<file path="config.mk">
export PLATFORM = sky130hd
export DESIGN_NAME = status_event_reporting
export DESIGN_NICKNAME = d
export VERILOG_FILES = /design/src/hw/status_event_reporting.v
export VERILOG_INCLUDE_DIRS = /design/src /design/src/hw
export SDC_FILE = /design/constraint.sdc
export NUM_CORES = 1
export LEC_CHECK = 0
export ABC_AREA = 1
export BUFFER_PORTS_ARGS = -buffer_cell sky130_fd_sc_hd__buf_2
export CELL_PAD_IN_SITES_DETAIL_PLACEMENT = 1
export CELL_PAD_IN_SITES_GLOBAL_PLACEMENT = 2
export CORE_MARGIN = 2
export CORE_UTILIZATION = 30
export DETAILED_ROUTE_END_ITERATION = 7
export HOLD_SLACK_MARGIN = 0.06
export PLACE_DENSITY = 0.67
export SYNTH_ARGS = -nofsm -noshare
export SYNTH_HDL_FRONTEND = slang
export SYNTH_SLANG_ARGS = --single-unit
export TNS_END_PERCENT = 20
</file>
<file path="constraint.sdc">
create_clock -name ref_clk -period 4.45 [get_ports ref_clk]
set_input_delay 0.89 -clock ref_clk [delete_from_list [all_inputs] [get_ports ref_clk]]
set_output_delay 0.89 -clock ref_clk [all_outputs]
set_load 0.03 [all_outputs]
</file>
<file path="src/hw/status_event_map.vh">
`ifndef STATUS_EVENT_MAP_VH
`define STATUS_EVENT_MAP_VH

// Summary byte bit positions
`define SUM_ERRQ_BIT      2
`define SUM_QUES_BIT      3
`define SUM_RESP_BIT      4
`define SUM_EVENT_BIT     5
`define SUM_MASTER_BIT    6
`define SUM_OPER_BIT      7

// Standard event bit positions
`define EVT_DONE_BIT      0
`define EVT_QUERY_BIT     2
`define EVT_DEVICE_BIT    3
`define EVT_EXEC_BIT      4
`define EVT_CMD_BIT       5
`define EVT_PWR_BIT       7
`define EVT_USED_MASK     8'hbd

// Operation condition bit positions
`define OPER_TUNE_BIT     1
`define OPER_ARMED_BIT    5
`define OPER_WAITARM_BIT  6
`define OPER_DATA_BIT     8

// Questionable condition bit position
`define QUES_LOCK_BIT     9

// Error code classes, signed 16-bit
`define ERR_QUERY_LO      (-16'sd499)
`define ERR_QUERY_HI      (-16'sd400)
`define ERR_DEVICE_LO     (-16'sd399)
`define ERR_DEVICE_HI     (-16'sd300)
`define ERR_EXEC_LO       (-16'sd299)
`define ERR_EXEC_HI       (-16'sd200)
`define ERR_CMD_LO        (-16'sd199)
`define ERR_CMD_HI        (-16'sd100)
`define ERR_OVERFLOW      16'hfea2
`define ERR_NONE          16'h0000

// Queue geometry
`define ERRQ_DEPTH        16
`define ERRQ_AW           4
`define RESPQ_DEPTH       16
`define RESPQ_AW          4
`define CODE_W            16
`define RESP_W            8
`define ERRQ_FULL_CNT     5'h10
`define RESPQ_FULL_CNT    5'h10

// Reset values
`define ZERO8             8'h00
`define ZERO16            16'h0000
`define ONE_CNT5          5'h01
`define ZERO_CNT5         5'h00
`define ONE_PTR           4'h1

`endif

</file>
<file path="src/hw/status_event_reporting.v">
// What this block does
// Status-byte query returns summary; query or clear empties
// Unused summary and event bits read zero
// Summary bit 2: unread error queue entries
// Summary bits 3,7 summarise questionable, operation
// Summary bit 4: response queue holds data
// Summary bit 5: event register nonzero
// Summary bit 6 is OR of others
// Event query returns flags; query or clear empties
// Event bit requests service only when enabled
// Event bit 0 on operations done
// Event bit 2 on query fault codes
// Event bit 3 on device fault codes
// Event bit 4 on execution fault codes
// Event bit 5 on command fault codes
// Event bit 7 set once at power-up
// Operation bit 1 while tuning
// Operation bits 5,6 armed and awaiting arm
// Operation bit 8 when new data readable
// Questionable bit 9 lock loss, rest zero
// Response queue FIFO, flushed by new command
// Error queue FIFO of sixteen entries
// Clear command empties error queue
// Overflow reports queue-overflow code
// Host loads and reads event enable mask
// Condition summaries are OR of register
// Full error queue drops new entries
`timescale 1ns/1ps
`default_nettype none
`include "status_event_map.vh"

module status_event_reporting (
    // Clock and reset
    input  wire        ref_clk,
    input  wire        rst,
    // Host command strobes, one cycle each
    input  wire        new_command,
    input  wire        clear_status,
    input  wire        summary_query,
    input  wire        event_query,
    input  wire        next_error_query,
    input  wire        enable_write,
    input  wire [7:0]  enable_wdata,
    input  wire        enable_query,
    input  wire        oper_query,
    input  wire        ques_query,
    // Device events and conditions
    input  wire        operations_done,
    input  wire        error_valid,
    input  wire [15:0] error_code,
    input  wire        tuning_in_progress,
    input  wire        armed_waiting,
    input  wire        awaiting_arm,
    input  wire        data_ready,
    input  wire        lock_lost,
    // Response data from query execution
    input  wire        resp_valid,
    input  wire [7:0]  resp_data,
    input  wire        resp_read,
    // Answers to host
    output reg  [7:0]  status_summary_byte,
    output reg  [7:0]  reply_byte,
    output reg  [15:0] reply_word,
    output reg         reply_valid,
    output reg  [15:0] error_out,
    output reg         error_out_valid,
    output reg  [7:0]  resp_out,
    output reg         resp_out_valid,
    output reg         service_request
);

    reg  [7:0]  standard_event_flags;
    reg  [7:0]  event_enable_ff;
    reg  [15:0] operation_condition_flags;
    reg  [15:0] questionable_condition_flags;
    reg         power_up_flag;

    reg  [15:0] errq_mem [0:`ERRQ_DEPTH-1];
    reg  [3:0]  errq_rd_ff;
    reg  [3:0]  errq_wr_ff;
    reg  [4:0]  errq_cnt_ff;
    reg         errq_ovf_ff;
    reg  [7:0]  respq_mem [0:`RESPQ_DEPTH-1];
    reg  [3:0]  respq_rd_ff;
    reg  [3:0]  respq_wr_ff;
    reg  [4:0]  respq_cnt_ff;

    wire signed [15:0] code_s = error_code;
    wire        in_query  = (code_s >= `ERR_QUERY_LO)  && (code_s <= `ERR_QUERY_HI);
    wire        in_device = (code_s >= `ERR_DEVICE_LO) && (code_s <= `ERR_DEVICE_HI);
    wire        in_exec   = (code_s >= `ERR_EXEC_LO)   && (code_s <= `ERR_EXEC_HI);
    wire        in_cmd    = (code_s >= `ERR_CMD_LO)    && (code_s <= `ERR_CMD_HI);

    wire        errq_full   = (errq_cnt_ff == `ERRQ_FULL_CNT);
    wire        errq_empty  = (errq_cnt_ff == `ZERO_CNT5);
    wire        errq_pop    = next_error_query && !errq_empty && !clear_status;
    // Drop policy on full queue
    wire        errq_push   = error_valid && !clear_status && (!errq_full || errq_pop);
    wire        errq_ovf    = error_valid && !clear_status && errq_full && !errq_pop;

    wire        respq_full  = (respq_cnt_ff == `RESPQ_FULL_CNT);
    wire        respq_empty = (respq_cnt_ff == `ZERO_CNT5);
    wire        respq_flush = new_command || clear_status;
    wire        respq_pop   = resp_read && !respq_empty && !respq_flush;
    wire        respq_push  = resp_valid && !respq_flush && (!respq_full || respq_pop);

    // Occupancy after this cycle's push and pop
    wire [4:0]  nxt_errq_cnt  = errq_cnt_ff + {4'h0, errq_push} - {4'h0, errq_pop};
    wire [4:0]  nxt_respq_cnt = respq_cnt_ff + {4'h0, respq_push} - {4'h0, respq_pop};

    // Event bit sources
    reg  [7:0]  evt_set;
    always @* begin
        evt_set = `ZERO8;
        // Operations done
        evt_set[`EVT_DONE_BIT]   = operations_done;
        // Query fault
        evt_set[`EVT_QUERY_BIT]  = error_valid && in_query;
        // Device fault, includes overflow
        evt_set[`EVT_DEVICE_BIT] = (error_valid && in_device) || errq_ovf;
        // Execution fault
        evt_set[`EVT_EXEC_BIT]   = error_valid && in_exec;
        // Command fault
        evt_set[`EVT_CMD_BIT]    = error_valid && in_cmd;
        // Power-up once
        evt_set[`EVT_PWR_BIT]    = power_up_flag;
    end

    // Summary composition
    reg  [7:0]  nxt_summary;
    always @* begin
        nxt_summary = `ZERO8;
        nxt_summary[`SUM_ERRQ_BIT]  = !errq_empty;
        nxt_summary[`SUM_QUES_BIT]  = |questionable_condition_flags;
        nxt_summary[`SUM_RESP_BIT]  = !respq_empty;
        nxt_summary[`SUM_EVENT_BIT] = |standard_event_flags;
        nxt_summary[`SUM_OPER_BIT]  = |operation_condition_flags;
        // Master summary
        nxt_summary[`SUM_MASTER_BIT] = |nxt_summary;
    end

    // Summary register, cleared on query or clear; new causes win next cycle
    always @(posedge ref_clk or posedge rst) begin
        if (rst) begin
            status_summary_byte <= `ZERO8;
        end else begin
            // Clear on query or clear-status
            if (summary_query || clear_status) begin
                status_summary_byte <= `ZERO8;
            end else begin
                // Unused bits stay zero
                status_summary_byte <= nxt_summary;
            end
        end
    end

    // Power-up flag, one cycle after reset release
    always @(posedge ref_clk or posedge rst) begin
        if (rst) begin
            power_up_flag <= 1'b1;
        end else begin
            power_up_flag <= 1'b0;
        end
    end

    // Standard event register
    always @(posedge ref_clk or posedge rst) begin
        if (rst) begin
            standard_event_flags <= `ZERO8;
        end else begin
            // Clear on query or clear-status; set wins
            if (event_query || clear_status) begin
                standard_event_flags <= evt_set & `EVT_USED_MASK;
            end else begin
                // Bits 1 and 6 masked
                standard_event_flags <= (standard_event_flags | evt_set) & `EVT_USED_MASK;
            end
        end
    end

    // Enable mask and service request
    always @(posedge ref_clk or posedge rst) begin
        if (rst) begin
            event_enable_ff <= `ZERO8;
            service_request <= 1'b0;
        end else begin
            // Host writes mask
            if (enable_write) begin
                event_enable_ff <= enable_wdata;
            end
            // Gate by enable mask
            service_request <= |(standard_event_flags & event_enable_ff);
        end
    end

    // Condition register next values; unused bits stay zero
    reg  [15:0] nxt_oper;
    reg  [15:0] nxt_ques;
    always @* begin
        nxt_oper = `ZERO16;
        nxt_ques = `ZERO16;
        // Tuning
        nxt_oper[`OPER_TUNE_BIT]    = tuning_in_progress;
        // Armed and awaiting arm
        nxt_oper[`OPER_ARMED_BIT]   = armed_waiting;
        nxt_oper[`OPER_WAITARM_BIT] = awaiting_arm;
        // Data ready, may pulse
        nxt_oper[`OPER_DATA_BIT]    = data_ready;
        // Lock loss only
        nxt_ques[`QUES_LOCK_BIT]    = lock_lost;
    end

    // Condition registers
    always @(posedge ref_clk or posedge rst) begin
        if (rst) begin
            operation_condition_flags    <= `ZERO16;
            questionable_condition_flags <= `ZERO16;
        end else begin
            operation_condition_flags    <= nxt_oper;
            questionable_condition_flags <= nxt_ques;
        end
    end

    // Reply next values, priority summary > event > enable > oper > ques
    reg  [7:0]  nxt_reply_byte;
    reg  [15:0] nxt_reply_word;
    always @* begin
        nxt_reply_byte = `ZERO8;
        nxt_reply_word = `ZERO16;
        if (summary_query) begin
            // Return summary
            nxt_reply_byte = status_summary_byte;
        end else if (event_query) begin
            // Return event flags
            nxt_reply_byte = standard_event_flags;
        end else if (enable_query) begin
            // Mask read back
            nxt_reply_byte = event_enable_ff;
        end else if (oper_query) begin
            nxt_reply_word = operation_condition_flags;
        end else if (ques_query) begin
            nxt_reply_word = questionable_condition_flags;
        end
    end

    // Register query replies
    always @(posedge ref_clk or posedge rst) begin
        if (rst) begin
            reply_byte  <= `ZERO8;
            reply_word  <= `ZERO16;
            reply_valid <= 1'b0;
        end else begin
            reply_byte  <= nxt_reply_byte;
            reply_word  <= nxt_reply_word;
            reply_valid <= summary_query || event_query || enable_query
                           || oper_query || ques_query;
        end
    end

    // Error queue storage; the first dropped entry puts the overflow code in the newest slot
    always @(posedge ref_clk) begin
        // FIFO write
        if (errq_push) begin
            errq_mem[errq_wr_ff] <= error_code;
        end else if (errq_ovf && !errq_ovf_ff) begin
            // Overflow entry in newest slot
            errq_mem[errq_wr_ff - `ONE_PTR] <= `ERR_OVERFLOW;
        end
    end

    // Error read value; an empty queue answers with the no-error code
    reg  [15:0] nxt_error_out;
    always @* begin
        nxt_error_out = error_out;
        if (clear_status) begin
            nxt_error_out = `ERR_NONE;
        end else if (next_error_query) begin
            // One entry per query
            if (errq_empty) begin
                nxt_error_out = `ERR_NONE;
            end else begin
                nxt_error_out = errq_mem[errq_rd_ff];
            end
        end
    end

    // Error queue pointers
    always @(posedge ref_clk or posedge rst) begin
        if (rst) begin
            errq_rd_ff      <= 4'h0;
            errq_wr_ff      <= 4'h0;
            errq_cnt_ff     <= `ZERO_CNT5;
            error_out       <= `ERR_NONE;
            error_out_valid <= 1'b0;
        end else begin
            error_out_valid <= next_error_query && !clear_status;
            error_out       <= nxt_error_out;
            if (clear_status) begin
                // Empty queue
                errq_rd_ff  <= 4'h0;
                errq_wr_ff  <= 4'h0;
                errq_cnt_ff <= `ZERO_CNT5;
            end else begin
                if (errq_pop) begin
                    errq_rd_ff <= errq_rd_ff + `ONE_PTR;
                end
                if (errq_push) begin
                    errq_wr_ff <= errq_wr_ff + `ONE_PTR;
                end
                // Full queue keeps old entries
                errq_cnt_ff <= nxt_errq_cnt;
            end
        end
    end

    // Overflow marker: last stored slot is replaced by overflow code
    always @(posedge ref_clk or posedge rst) begin
        if (rst) begin
            errq_ovf_ff <= 1'b0;
        end else if (clear_status || (errq_empty && !errq_ovf)) begin
            errq_ovf_ff <= 1'b0;
        end else if (errq_ovf) begin
            // Overflow seen
            errq_ovf_ff <= 1'b1;
        end
    end

    // Response queue storage
    always @(posedge ref_clk) begin
        // FIFO write
        if (respq_push) begin
            respq_mem[respq_wr_ff] <= resp_data;
        end
    end

    // Response read value, held until the next pop
    reg  [7:0]  nxt_resp_out;
    always @* begin
        nxt_resp_out = resp_out;
        if (respq_pop) begin
            nxt_resp_out = respq_mem[respq_rd_ff];
        end
    end

    // Response queue pointers and output
    always @(posedge ref_clk or posedge rst) begin
        if (rst) begin
            respq_rd_ff    <= 4'h0;
            respq_wr_ff    <= 4'h0;
            respq_cnt_ff   <= `ZERO_CNT5;
            resp_out       <= `ZERO8;
            resp_out_valid <= 1'b0;
        end else begin
            resp_out_valid <= respq_pop;
            resp_out       <= nxt_resp_out;
            if (respq_flush) begin
                // Drop earlier unread results
                respq_rd_ff  <= 4'h0;
                respq_wr_ff  <= 4'h0;
                respq_cnt_ff <= `ZERO_CNT5;
            end else begin
                if (respq_pop) begin
                    respq_rd_ff <= respq_rd_ff + `ONE_PTR;
                end
                if (respq_push) begin
                    respq_wr_ff <= respq_wr_ff + `ONE_PTR;
                end
                respq_cnt_ff <= nxt_respq_cnt;
            end
        end
    end

endmodule

`default_nettype wire

</file>
==> results.yml <==
status:
  status: "completed"
finish:
  stdcell_area_mm2: 0.02330
  diodes: 0
  fin_util_pct: 34.82
  drive_above_1_share_pct: 11.87
  nNetsFinal: 2096
  syn_to_final_growth_pct: 15.21
synth:
  syn_avg_cell_area_um2: 10.54
  syn_inst: 1918
  yosysWarnings: 0
  synthTopCellsByCount: "nand2_1 (590), edfxtp_1 (384), nor2_1 (223), nand3_1 (175), o21ai_0 (121)"
  synth_edf_count: 384
  synth_seq_cells: 478
  async_reset_ff_share_pct: 19.67
  netlist.area_leader.share_pct: 57.02
  synthFlopType: "edfxtp_1"
  yosys.area.top_type: "edfxtp_1"
  synth.cell_area_mm2: 0.02022
  yosysMostFrequentCell: "nand2_1"
  yosysSeqAreaShare_pct: 68.66
  synth_top_cells_by_area: "edfxtp_1 (57%), dfrtp_1 (12%), nand2_1 (11%), nand3_1 (4.3%), nor2_1 (4.1%)"
  synth_cell_type_count: 40
global_routing:
  met1_usage_pct: 21.15
  grt_max_degree: 67
  globalRouteMet2Util_pct: 29.92
  grt.busiest_layer: "met2"
  grt_usage_pct: 16.81
  overflow: 0
  grt_pass1_wl_um: 89980
  antenna_found_initial: 0
  grt_util_met3_pct: 2.423
  grt_pass1_vias: 14990
clock_network:
  cts_buffers: 53
  cts_tree: "yes"
  cts_resized: 0
  cts_setup_buffers: 0
  cts_htree_levels: 2
  clkTransAtPathRegs_ps: 60
  cts-root-buf: "clkbuf_16"
  postCtsHoldBufs: 0
  clkSinkCount: 478
  clk_path_buf_depth: 3
  worstSkewPairLatency_ps: 620
timing:
  hold_viol: 0
  finalSetupViolations: 0
  tightest_slew_ps: 1109
  drv_slew: 0
  fin_skew_ps: 31.52
  worst_slack_ps: 1247
  whs_ps: 382.4
  fin_tns_setup_ps: 0
  period_minus_slack_ps: 3203
  fin_crit_sh_pct: 71.98
  fmax_mhz: 312.2
  rsz0062_at_grt: "no"
  slew_headroom_pct: 26.01
drt:
  drt_iter0_drc: 770
  viasPerCell: 4.716
  drcViolationCount: 0
  vias: 13850
  routed_wl_um: 58300
  wl_per_cell_um: 19.85
  dr.pass1.iters: 5
  ant_nets: 0
critical_path:
  cp.required_ps: 4940
  path_class: "flop to flop"
  cp-start-kind: "flop"
  crit_path_end_kind: "flop"
  cp_max_fo: 12
  cp_data_arrival_time_ps: 3690
  reg2regPathDepth: 15
power:
  p_leak_nw: 9.388
  vdd_drop_max_uv: 319.8
  powerDensity_mw_per_mm2: 485.4
placement:
  dp_hpwl_um: 38060
  dp_slack_ps: 755.8
  place.gp.congestion: 0.7720
  io_buffer_count: 98
  post_dp_cell_area_mm2: 0.02172
job:
  maxCapViolations: 0
die:
  rows: 95
  fp.dieArea_mm2: 0.06950
  start_util_pct: 30.22
  io_pins: 112
  die-height_um: 263.6
  chipWidth_um: 263.6
  coreArea_mm2: 0.06692
min_path:
  hold_path_class: "input pin to async pin"
[power by group]
part | switching, W | internal, W
Combinational | 0.00155 | 0.000569
Sequential | 0.000104 | 0.00506
Clock | 0.00180 | 0.00223
Total | 0.00345 | 0.00786
[final cells by class]
cell class	count	area, µm²
fillers	7495	43620
flip-flops and latches	478	13890
multi-input cells	1244	5554
clock buffers	71	1414
well taps	873	1092
repair buffers	135	768.2
inverters	110	416.7
clock inverters	26	163.9
[critical path, cell delays in order, from the launching register on]
cell and delay, ps:
dfrtp_1 390, inv_1 90, ha_1 140, nor3b_1 280
nand2_1 210, nand3_1 320, inv_2 170, ha_1 320
inv_1 40, ha_1 200, fa_1 420, nand2_1 100
a21oi_1 70, nor2_1 120, xor2_1 160, nor2_1 50
[registers in the layout (all words and copies together), names as in the netlist, 5 cells and up]
signal	count
event_enable_ff	8
reply_byte	8
standard_event_flags	6
resp_out	8
respq_cnt_ff	5
error_out	16
errq_mem	256
respq_mem	128
errq_cnt_ff	5
status_summary_byte	6
reply_word	5
[path summary, 6_finish.rpt]
kind,startpoint,to,slack (ps)
setup / recovery,respq_cnt_ff[3]$_DFF_PP0_,respq_cnt_ff[4]$_DFF_PP0_,1250
hold / removal,rst,reply_byte[6]$_DFF_PP0_,380
setup reg to reg,respq_cnt_ff[3]$_DFF_PP0_,respq_cnt_ff[4]$_DFF_PP0_,1250
hold reg to reg,error_out[0]$_DFFE_PP0P_,error_out[0]$_DFFE_PP0P_,480
max in group asynchronous,rst,respq_rd_ff[0]$_DFFE_PP0P_,3200
min in group ref_clk,armed_waiting,operation_condition_flags[5]$_DFF_PP0_,380
[per-stage QoR]
| stage | total power, W | cells |
|---|---|---|
| CTS | 0.01148 | 2937 |
| global route | 0.01190 | 2937 |
| detailed placement | 0.007411 | 2840 |
| floorplan | 0.006644 | 1931 |
| finish | 0.01131 | 2937 |
| global placement | 0.007366 | 2840 |
[placed cells by master (no fill, tap or decap), types with 37 or more instances in the layout]
cell,synthesis,routed
o21ai_0,121,121
edfxtp_1,384,384
nor2_1,223,206
buf_2,27,98
dfrtp_1,93,91
buf_4,13,37
nand3_1,175,175
inv_1,101,97
nand2_1,590,590
clkbuf_16,0,53
[cell families after synthesis]
logic type	count (synthesis)	synth area share, %
buffers and inverters	209	4.325
flip-flops	478	68.66
other	1	0.01854
AND/OR/NAND/NOR	1027	20.62
XOR/XNOR	9	0.3898
adder cells (fa/ha/maj)	22	1.435
AO/OA/AOI/OAI	170	4.436
multiplexers	2	0.1114
[metal layers]
| layer | wire length [µm] | part of all wire, % |
|---|---|---|
| met1 | 25860 | 44 |
| met3 | 1806 | 3.1 |
| met4 | 1416 | 2.4 |
| met5 | 0 | 0 |
| met2 | 29220 | 50 |
No activity file was read; power rests on OpenSTA's default activity.
